### src/include/timer_clock_defines.vh
/*
 * Constants for the timer unit clock gate, prescaler and channel mode
 * registers: addresses, access sizes, field positions, masks and resets.
 * Assumes a 20-bit CPU address and a 16-bit data path.
 */
`ifndef TIMER_CLOCK_DEFINES_VH
`define TIMER_CLOCK_DEFINES_VH

// ----------------------------------------------------------------------
// Register addresses
// ----------------------------------------------------------------------
`define ADDR_CLOCK_GATE 20'hF00F0
`define ADDR_MODE0 20'hF0190
`define ADDR_MODE1 20'hF0192
`define ADDR_MODE2 20'hF0194
`define ADDR_MODE3 20'hF0196
`define ADDR_PRESCALE 20'hF01B6

// ----------------------------------------------------------------------
// Access sizes
// ----------------------------------------------------------------------
`define SIZE_BIT 2'h0
`define SIZE_BYTE 2'h1
`define SIZE_WORD 2'h2

// ----------------------------------------------------------------------
// Reset values and writable masks
// ----------------------------------------------------------------------
`define GATE_RESET 1'h0
`define PRESCALE_RESET 16'h0000
`define MODE_RESET 16'h0000
`define PRESCALE_MASK 16'h33FF
`define MODE_MASK_CH0 16'hD7CF
`define MODE_MASK_CHX 16'hDFCF

// ----------------------------------------------------------------------
// Field positions
// ----------------------------------------------------------------------
`define GATE_BIT 3'h0
`define PRE_A_LSB 0
`define PRE_B_LSB 4
`define PRE_C_LSB 8
`define PRE_D_LSB 12
`define OPSEL_LSB 14
`define CCS_BIT 12
`define BIT11 11
`define TRIG_LSB 8
`define EDGE_LSB 6
`define OPMODE_LSB 0

// ----------------------------------------------------------------------
// Operation clock select codes and divider width
// ----------------------------------------------------------------------
`define OPSEL_A 2'h0
`define OPSEL_C 2'h1
`define OPSEL_B 2'h2
`define OPSEL_D 2'h3
`define DIV_WIDTH 15

`endif

### src/core/timer_unit_clock_prescaler.v
/*
 * Clock gate, prescaler and per-channel operation clock selection for a
 * four-channel timer unit, with the four channel mode registers.
 * Assumes a CPU-style register port on the system clock, timer inputs
 * asynchronous to it, and channel counters that consume the enables.
 */

`include "timer_clock_defines.vh"

module timer_unit_clock_prescaler (
	// Clock and reset
	input wire I_CLK_SYS,
	input wire I_SRST,
	// Register port
	input wire [19:0] I_ADDR,
	input wire I_WR,
	input wire I_RD,
	input wire [1:0] I_SIZE,
	input wire [2:0] I_BIT,
	input wire [15:0] I_WDATA,
	output reg [15:0] O_RDATA,
	output reg O_RVALID,
	// Timer input pins
	input wire [3:0] I_TIN,
	// Unit state
	output reg O_UNIT_EN,
	output reg O_UNIT_RESET,
	// Prescaled clocks a, b, c, d as one-cycle enables
	output reg [3:0] O_PRE_TICK,
	// Per-channel clocks
	output reg [3:0] O_OP_CLK,
	output reg [3:0] O_COUNT_CLK,
	output reg [3:0] O_EDGE,
	// Per-channel mode decode
	output reg [3:0] O_SPLIT,
	output reg O_LEADER,
	output reg [3:0] O_SETUP_ERR,
	output reg [15:0] O_MODE0,
	output reg [15:0] O_MODE1,
	output reg [15:0] O_MODE2,
	output reg [15:0] O_MODE3
);

	// ------------------------------------------------------------------
	// Divider helpers
	// ------------------------------------------------------------------

	// True on the last cycle of every 2^k cycles of the divider.
	function div_tick;
		input [14:0] cnt;
		input [3:0] k;
		reg [14:0] m;
		begin
			m = ~(15'h7FFF << k);
			div_tick = &(cnt | ~m);
		end
	endfunction

	// Exponent of the third clock from its 2-bit code.
	function [3:0] exp_c;
		input [1:0] code;
		begin
			case (code)
				2'h0: exp_c = 4'h1;
				2'h1: exp_c = 4'h2;
				2'h2: exp_c = 4'h4;
				default: exp_c = 4'h6;
			endcase
		end
	endfunction

	// Exponent of the fourth clock from its 2-bit code.
	function [3:0] exp_d;
		input [1:0] code;
		begin
			case (code)
				2'h0: exp_d = 4'h8;
				2'h1: exp_d = 4'hA;
				2'h2: exp_d = 4'hC;
				default: exp_d = 4'hE;
			endcase
		end
	endfunction

	// ------------------------------------------------------------------
	// Declarations
	// ------------------------------------------------------------------
	reg gate_q;
	reg [15:0] tps_q;
	reg [15:0] mode_q [0:3];
	reg [14:0] div_q;
	reg [3:0] tick_q;
	reg [3:0] tin_s1_q;
	reg [3:0] tin_s2_q;
	reg [3:0] smp_q;
	reg [15:0] rdata_d;
	wire [3:0] op_w;
	wire [3:0] edge_w;
	wire [3:0] count_w;
	wire [3:0] err_w;
	wire [3:0] mode_hit;
	wire word_wr;
	wire [3:0] tick_d;
	wire [3:0] mask_bit11;

	assign word_wr = I_WR && (I_SIZE == `SIZE_WORD);
	assign mode_hit[0] = word_wr && (I_ADDR == `ADDR_MODE0);
	assign mode_hit[1] = word_wr && (I_ADDR == `ADDR_MODE1);
	assign mode_hit[2] = word_wr && (I_ADDR == `ADDR_MODE2);
	assign mode_hit[3] = word_wr && (I_ADDR == `ADDR_MODE3);
	assign mask_bit11 = 4'hE;

	// ------------------------------------------------------------------
	// Clock gate register
	// ------------------------------------------------------------------

	always @(posedge I_CLK_SYS)
	begin
		if (I_SRST)
			gate_q <= `GATE_RESET;
		else if (I_WR && (I_ADDR == `ADDR_CLOCK_GATE) &&
			((I_SIZE == `SIZE_BYTE) ||
			((I_SIZE == `SIZE_BIT) && (I_BIT == `GATE_BIT))))
			gate_q <= I_WDATA[0];
	end

	// ------------------------------------------------------------------
	// Prescaler select register
	// ------------------------------------------------------------------

	always @(posedge I_CLK_SYS)
	begin
		if (I_SRST || !gate_q)
			tps_q <= `PRESCALE_RESET;
		else if (word_wr && (I_ADDR == `ADDR_PRESCALE))
			tps_q <= I_WDATA & `PRESCALE_MASK;
	end

	// ------------------------------------------------------------------
	// Prescaler divider
	// ------------------------------------------------------------------

	always @(posedge I_CLK_SYS)
	begin
		if (I_SRST || !gate_q)
			div_q <= 15'h0000;
		else
			div_q <= div_q + 15'h0001;
	end

	assign tick_d[0] = div_tick(div_q, tps_q[`PRE_A_LSB+3:`PRE_A_LSB]);
	assign tick_d[1] = div_tick(div_q, tps_q[`PRE_B_LSB+3:`PRE_B_LSB]);
	assign tick_d[2] = div_tick(div_q,
		exp_c(tps_q[`PRE_C_LSB+1:`PRE_C_LSB]));
	assign tick_d[3] = div_tick(div_q,
		exp_d(tps_q[`PRE_D_LSB+1:`PRE_D_LSB]));

	always @(posedge I_CLK_SYS)
	begin
		if (I_SRST || !gate_q)
			tick_q <= 4'h0;
		else
			tick_q <= tick_d;
	end

	// ------------------------------------------------------------------
	// Timer input synchronisers
	// ------------------------------------------------------------------
	always @(posedge I_CLK_SYS)
	begin
		if (I_SRST)
		begin
			tin_s1_q <= 4'h0;
			tin_s2_q <= 4'h0;
		end
		else
		begin
			tin_s1_q <= I_TIN;
			tin_s2_q <= tin_s1_q;
		end
	end

	// ------------------------------------------------------------------
	// Channel mode registers and clock selection
	// ------------------------------------------------------------------
	genvar g;
	generate
		for (g = 0; g < 4; g = g + 1)
		begin : chan
			localparam CD_OK = (g == 1) || (g == 3);
			wire [1:0] sel;
			wire [1:0] cis;
			wire [2:0] sts;
			wire [3:0] md;
			wire [15:0] wmask;
			wire trig_bad;
			wire md_bad;

			assign sel = mode_q[g][`OPSEL_LSB+1:`OPSEL_LSB];
			assign cis = mode_q[g][`EDGE_LSB+1:`EDGE_LSB];
			assign sts = mode_q[g][`TRIG_LSB+2:`TRIG_LSB];
			assign md = mode_q[g][`OPMODE_LSB+3:`OPMODE_LSB];
			// bit 11 fixed zero on channel 0
			assign wmask = mask_bit11[g] ? `MODE_MASK_CHX :
				`MODE_MASK_CH0;

			always @(posedge I_CLK_SYS)
			begin
				if (I_SRST || !gate_q)
					mode_q[g] <= `MODE_RESET;
				else if (mode_hit[g])
					mode_q[g] <= I_WDATA & wmask;
			end

			// c and d on 1, 3 only
			assign op_w[g] = (sel == `OPSEL_A) ? tick_q[0] :
				(sel == `OPSEL_B) ? tick_q[1] :
				(sel == `OPSEL_C) ? (CD_OK && tick_q[2]) :
				(CD_OK && tick_q[3]);

			always @(posedge I_CLK_SYS)
			begin
				if (I_SRST || !gate_q)
					smp_q[g] <= 1'b0;
				else if (op_w[g])
					smp_q[g] <= tin_s2_q[g];
			end

			assign edge_w[g] = op_w[g] && (
				(cis == 2'h0) ? (smp_q[g] && !tin_s2_q[g]) :
				(cis == 2'h1) ? (!smp_q[g] && tin_s2_q[g]) :
				(smp_q[g] ^ tin_s2_q[g]));

			assign count_w[g] = mode_q[g][`CCS_BIT] ? edge_w[g] : op_w[g];

			// Flags prohibited trigger, mode or clock codes.
			assign trig_bad = (sts == 3'h3) || (sts[2] && (sts[1:0] != 2'h0));
			assign md_bad = (md[3:1] == 3'h1) || (md[3:1] == 3'h5) ||
				(md[3:1] == 3'h7) || (md == 4'h7) || (md == 4'hD);
			assign err_w[g] = trig_bad || md_bad ||
				(!CD_OK && sel[0]);
		end
	endgenerate

	// ------------------------------------------------------------------
	// Register read port
	// ------------------------------------------------------------------
	always @*
	begin
		rdata_d = 16'h0000;
		case (I_ADDR)
			`ADDR_CLOCK_GATE: rdata_d = {15'h0000, gate_q};
			`ADDR_PRESCALE: rdata_d = tps_q;
			`ADDR_MODE0: rdata_d = mode_q[0];
			`ADDR_MODE1: rdata_d = mode_q[1];
			`ADDR_MODE2: rdata_d = mode_q[2];
			`ADDR_MODE3: rdata_d = mode_q[3];
			default: rdata_d = 16'h0000;
		endcase
	end

	always @(posedge I_CLK_SYS)
	begin
		if (I_SRST)
		begin
			O_RDATA <= 16'h0000;
			O_RVALID <= 1'b0;
		end
		else
		begin
			O_RVALID <= I_RD;
			if (I_RD)
				O_RDATA <= rdata_d;
		end
	end

	// ------------------------------------------------------------------
	// Output registers
	// ------------------------------------------------------------------
	always @(posedge I_CLK_SYS)
	begin
		if (I_SRST)
		begin
			O_UNIT_EN <= 1'b0;
			O_UNIT_RESET <= 1'b1;
			O_PRE_TICK <= 4'h0;
			O_OP_CLK <= 4'h0;
			O_COUNT_CLK <= 4'h0;
			O_EDGE <= 4'h0;
			O_SPLIT <= 4'h0;
			O_LEADER <= 1'b0;
			O_SETUP_ERR <= 4'h0;
			O_MODE0 <= `MODE_RESET;
			O_MODE1 <= `MODE_RESET;
			O_MODE2 <= `MODE_RESET;
			O_MODE3 <= `MODE_RESET;
		end
		else
		begin
			// unit live only with gate set
			O_UNIT_EN <= gate_q;
			O_UNIT_RESET <= !gate_q;
			O_PRE_TICK <= tick_q;
			O_OP_CLK <= op_w;
			O_COUNT_CLK <= count_w;
			O_EDGE <= edge_w;
			O_SPLIT <= {mode_q[3][`BIT11], 1'b0, mode_q[1][`BIT11], 1'b0};
			O_LEADER <= mode_q[2][`BIT11];
			O_SETUP_ERR <= err_w;
			O_MODE0 <= mode_q[0];
			O_MODE1 <= mode_q[1];
			O_MODE2 <= mode_q[2];
			O_MODE3 <= mode_q[3];
		end
	end

endmodule // timer_unit_clock_prescaler

### config.mk
export PLATFORM = sky130hd
export DESIGN_NAME = timer_unit_clock_prescaler
export DESIGN_NICKNAME = d
export VERILOG_FILES = /design/src/core/timer_unit_clock_prescaler.v
export VERILOG_INCLUDE_DIRS = /design/src /design/src/include
export SDC_FILE = /design/constraint.sdc
export NUM_CORES = 1
export LEC_CHECK = 0
export BUFFER_PORTS_ARGS = -buffer_cell sky130_fd_sc_hd__buf_4
export CAP_MARGIN = 20
export CORE_MARGIN = 3
export CORE_UTILIZATION = 45
export CTS_BUF_LIST = sky130_fd_sc_hd__clkbuf_8
export CTS_CLUSTER_SIZE = 12
export DETAILED_ROUTE_END_ITERATION = 8
export PLACE_DENSITY = 0.74
export SLEW_MARGIN = 20
export SYNTH_ARGS = -nofsm -noshare
export SYNTH_HDL_FRONTEND = slang
export SYNTH_SLANG_ARGS = --single-unit
### constraint.sdc
create_clock -name I_CLK_SYS -period 5.12 [get_ports I_CLK_SYS]
set_input_delay 0.256 -clock I_CLK_SYS [delete_from_list [all_inputs] [get_ports I_CLK_SYS]]
set_output_delay 0.256 -clock I_CLK_SYS [all_outputs]
set_load 0.005 [all_outputs]
==> reports/qor.txt <==
YOSYS
-------------------------------------------------------------------------------------------------
Post-synth EDFFs                                                                               51
Most frequent cells after synthesis                                                  sky130_fd_sc_hd__dfxtp_1 (134), sky130_fd_sc_hd__nor2_1 (101), sky130_fd_sc_hd__nor2b_1 (70), sky130_fd_sc_hd__edfxtp_1 (51), sky130_fd_sc_hd__nand2_1 (40)
Mean instance size in the synthesized netlist                                           10.91 µm²
Cell Area, Synth                                                                     0.007300 mm²
Area leader, netlist                                                                 sky130_fd_sc_hd__dfxtp_1
Share of the synthesized area in compound gates (AO/OA/AOI/OAI)                           0.06411
Synthesis warning total                                                                         0
Post-synthesis share of cell area spent on and, or, nand and nor gates                     0.1976
Combinational family with the most area after synthesis                              simple AND/OR/NAND/NOR gates
Number of distinct library cell variants in the gate-level netlist after synthesis             52
Predominant post-synthesis flop cell                                                 sky130_fd_sc_hd__dfxtp_1
Most numerous cell in the Yosys netlist                                              sky130_fd_sc_hd__dfxtp_1
Top post-synthesis cells by area                                                     sky130_fd_sc_hd__dfxtp_1 (37%), sky130_fd_sc_hd__edfxtp_1 (21%), sky130_fd_sc_hd__nor2b_1 (6.0%)
Xor-xnor portion of the synthesized cell area                                             0.01080
Synthesized netlist cell count                                                                669
Post-synthesis adder-cell area fraction                                                   0.02228
Sequential fraction of the synthesis area                                                  0.5773
Flip-flop and latch count after synthesis                                                     185
Share of the synthesized area in the top cell type                                         0.3675
Proportion of synthesized area in mux cells                                               0.07473
Fraction of registers with async set/reset                                                      0

POWER
-------------------------------------------------------------------------------------------------
Pwr per Cell Area                                                                    288.0 mW/mm²
Leak pwr                                                                                 3.505 nW
IR drop worst, VDD                                                                    0.0001818 V
Power, Total                                                                             2.546 mW

DRT
-------------------------------------------------------------------------------------------------
Number of vias after detailed routing                                                        5220
Routed len/inst                                                                          17.04 µm
Drt first-iter violations                                                                     435
Count of nets left with antenna violations after detail routing                                 0
Router iterations before antenna repair                                                         7
Vias per inst                                                                               5.083
Sum of routed wire length over all layers                                                17.50 mm
Number of remaining DRC errors                                                                  0

CRITICAL PATH
-------------------------------------------------------------------------------------------------
Data arrival at the endpoint of the critical path                                         2520 ps
Endpoint class of the critical path                                                      register
Category of the most critical setup path                                             input port to register
CP required                                                                               5240 ps
Biggest fanout along the worst timing path                                                     14
Critical Path Start Type                                                               input port

TIMING
-------------------------------------------------------------------------------------------------
Final WS setup                                                                            2719 ps
Worst-margin pin slew                                                                    817.9 ps
Clock Skews                                                                              13.10 ps
Final Hold Violating Endpoints                                                                  0
Setup_tns                                                                                    0 ps
Setup repair after global routing missed its margin                                            no
Fin. max-slew vios                                                                              0
Final cycle utilization of the critical path                                               0.4689
Min Clock Period, post-route                                                              2401 ps
Worst slew margin                                                                          0.4547
Fmax                                                                                    416.5 MHz
Finish-stage setup viols                                                                        0

LAYOUT
-------------------------------------------------------------------------------------------------
Number of diodes                                                                                0
Layout overhead on the synthesized area                                                    21.08%
Nets                                                                                          861
Fill cell total of the finished layout                                                       1361
Ratio of cells with drive above 1 in the final layout                                      0.2463

CLOCK TREE
-------------------------------------------------------------------------------------------------
Maximum level of the CTS H-tree                                                                 4
Clock-pin slew of the registers on the worst-case setup and hold paths                      90 ps
Total setup buffers inserted after CTS                                                          0
Count of hold buffers inserted by post-cts repair                                               5
Root buffer cell                                                                     sky130_fd_sc_hd__clkbuf_8
Number of buffers added by the clock tree synthesis step                                       17
Clock tree from TritonCTS                                                                   built
Worst-Skew Late Latency                                                                    480 ps
Clock net sink count                                                                          185
Maximum clock path buffer count                                                                 2
PostCTS Resize Cnt                                                                              0

FLOORPLAN
-------------------------------------------------------------------------------------------------
Initial cell density of the core                                                           0.4697
Area enclosed by the die boundary                                                     0.01778 mm²
Area of the core                                                                      0.01554 mm²
Die extent in y                                                                          133.4 µm
Core Rows                                                                                      45
Die Wd                                                                                   133.4 µm
Boundary pin count                                                                            157

PLACED DESIGN
-------------------------------------------------------------------------------------------------
Dpl ws                                                                                    2268 ps
Number of port buffers                                                                        141
Last weighted congestion value of the routability-driven placer                            0.8824
Final HPWL DP                                                                            12.70 mm

GLOBAL ROUTING
-------------------------------------------------------------------------------------------------
Global-route usage over all layers                                                         0.1995
Number of antenna violations at the first check in global routing                               0
Wire length of the first global-routing pass                                             27.50 mm
Pin count of the biggest net entering global routing                                           84
Number of global-route vias before repair                                                    5110
Sum of overflow across all layers after global routing                                          0

WORST HOLD PATH
-------------------------------------------------------------------------------------------------
HP Class                                                                             input port to register

RUN STATUS
-------------------------------------------------------------------------------------------------
Status                                                                                  completed

RUN
-------------------------------------------------------------------------------------------------
Max-cap violations                                                                              0

[final timing paths]
kind	slack [ps]	end	cells after the start	from
hold reg to reg	460	tin_s2_q[1]	1	tin_s1_q[1]
setup / recovery	2720	mode_q[1][25]	6	I_ADDR[12]
setup reg to reg	3150	tick_q[3]	4	div_q[0]
hold / removal	20	tps_q[8]	3	I_WDATA[8]
[area by class of cell]
| class | instances | area (µm²) | area share |
|---|---|---|---|
| sequential | 185 | 4214 | 0.4768 |
| multi-input combinational | 428 | 2754 | 0.3116 |
| timing repair buffer | 148 | 1124 | 0.1271 |
| tap | 211 | 264.0 | 0.02987 |
| clock buffer | 18 | 247.7 | 0.02803 |
| clock inverter | 14 | 148.9 | 0.01685 |
| inverter | 23 | 86.33 | 0.009768 |
[cells by family (layout without fill, tap and decap cells)]
group / count (synthesis) / in the layout
other: 1 / 15
flip-flops: 185 / 185
AO/OA/AOI/OAI: 73 / 73
XOR/XNOR: 9 / 9
AND/OR/NAND/NOR: 281 / 281
buffers and inverters: 70 / 203
multiplexers: 36 / 36
adder cells (fa/ha/maj): 14 / 14
[stage by stage]
step                      hold slack, ps  instances    util  area [µm²]
after floorplan                    384.2        683       -        7352
after CTS                          2.940       1027  0.5688        8838
after global routing               20.46       1027  0.5688        8838
after detailed placement           436.6        990  0.5400        8392
after global placement             416.2        990  0.5400        8392
final                              18.47       1027  0.5688        8838
[cell usage in the layout (no fill, tap or decap), types with 5 or more instances in the layout]
master                          count
sky130_fd_sc_hd__a21o_1             6
sky130_fd_sc_hd__a21oi_1           28
sky130_fd_sc_hd__a221o_1            8
sky130_fd_sc_hd__buf_4            143
sky130_fd_sc_hd__clkbuf_8          18
sky130_fd_sc_hd__conb_1            15
sky130_fd_sc_hd__dfxtp_1          134
sky130_fd_sc_hd__dlygate4sd3_1      5
sky130_fd_sc_hd__edfxtp_1          51
sky130_fd_sc_hd__ha_1               9
sky130_fd_sc_hd__inv_1             23
sky130_fd_sc_hd__maj3_1             5
sky130_fd_sc_hd__mux2_2             5
sky130_fd_sc_hd__mux2i_1           17
sky130_fd_sc_hd__mux4_2            13
sky130_fd_sc_hd__nand2_1           40
sky130_fd_sc_hd__nand2b_1          15
sky130_fd_sc_hd__nand3_1           16
sky130_fd_sc_hd__nand4_1            7
sky130_fd_sc_hd__nor2_1           101
sky130_fd_sc_hd__nor2b_1           70
sky130_fd_sc_hd__nor3_1             8
sky130_fd_sc_hd__o21ai_0           19
sky130_fd_sc_hd__or3_1              6
sky130_fd_sc_hd__xnor2_1            5
[critical path, stage by stage]
cell	delay, ps
sky130_fd_sc_hd__buf_4	110
sky130_fd_sc_hd__nor4b_1	440
sky130_fd_sc_hd__nand4b_1	260
sky130_fd_sc_hd__nor3_2	360
sky130_fd_sc_hd__nand3_1	470
sky130_fd_sc_hd__nand2_1	620
[layer usage]
metal  vias up  global-route usage  part of all wire
met1      2437              0.2537              0.42
met4         0             0.09429             0.030
met3        42             0.04267             0.066
li1       2521                   -                 -
met2       220              0.3262              0.49
met5         -                   0                 0
[flip-flops by register name, summed over array words and instances, names as in the netlist, 4 cells and up]
name,flops
O_EDGE,4
mode_q,51
tick_q,4
O_MODE0,12
O_OP_CLK,4
O_SETUP_ERR,4
O_COUNT_CLK,4
div_q,15
O_MODE3,13
O_PRE_TICK,4
O_MODE2,13
smp_q,4
tin_s2_q,4
O_MODE1,12
tin_s1_q,4
tps_q,12
O_RDATA,16
[where the power goes]
group | internal (mW) | leakage (nW) | switching [mW] | total (mW)
registers | 1.50 | 1.71 | 0.00174 | 1.50
logic | 0.0382 | 1.60 | 0.0384 | 0.0766
clock network | 0.448 | 0.197 | 0.523 | 0.971
Power figures use the tool's default switching activity.
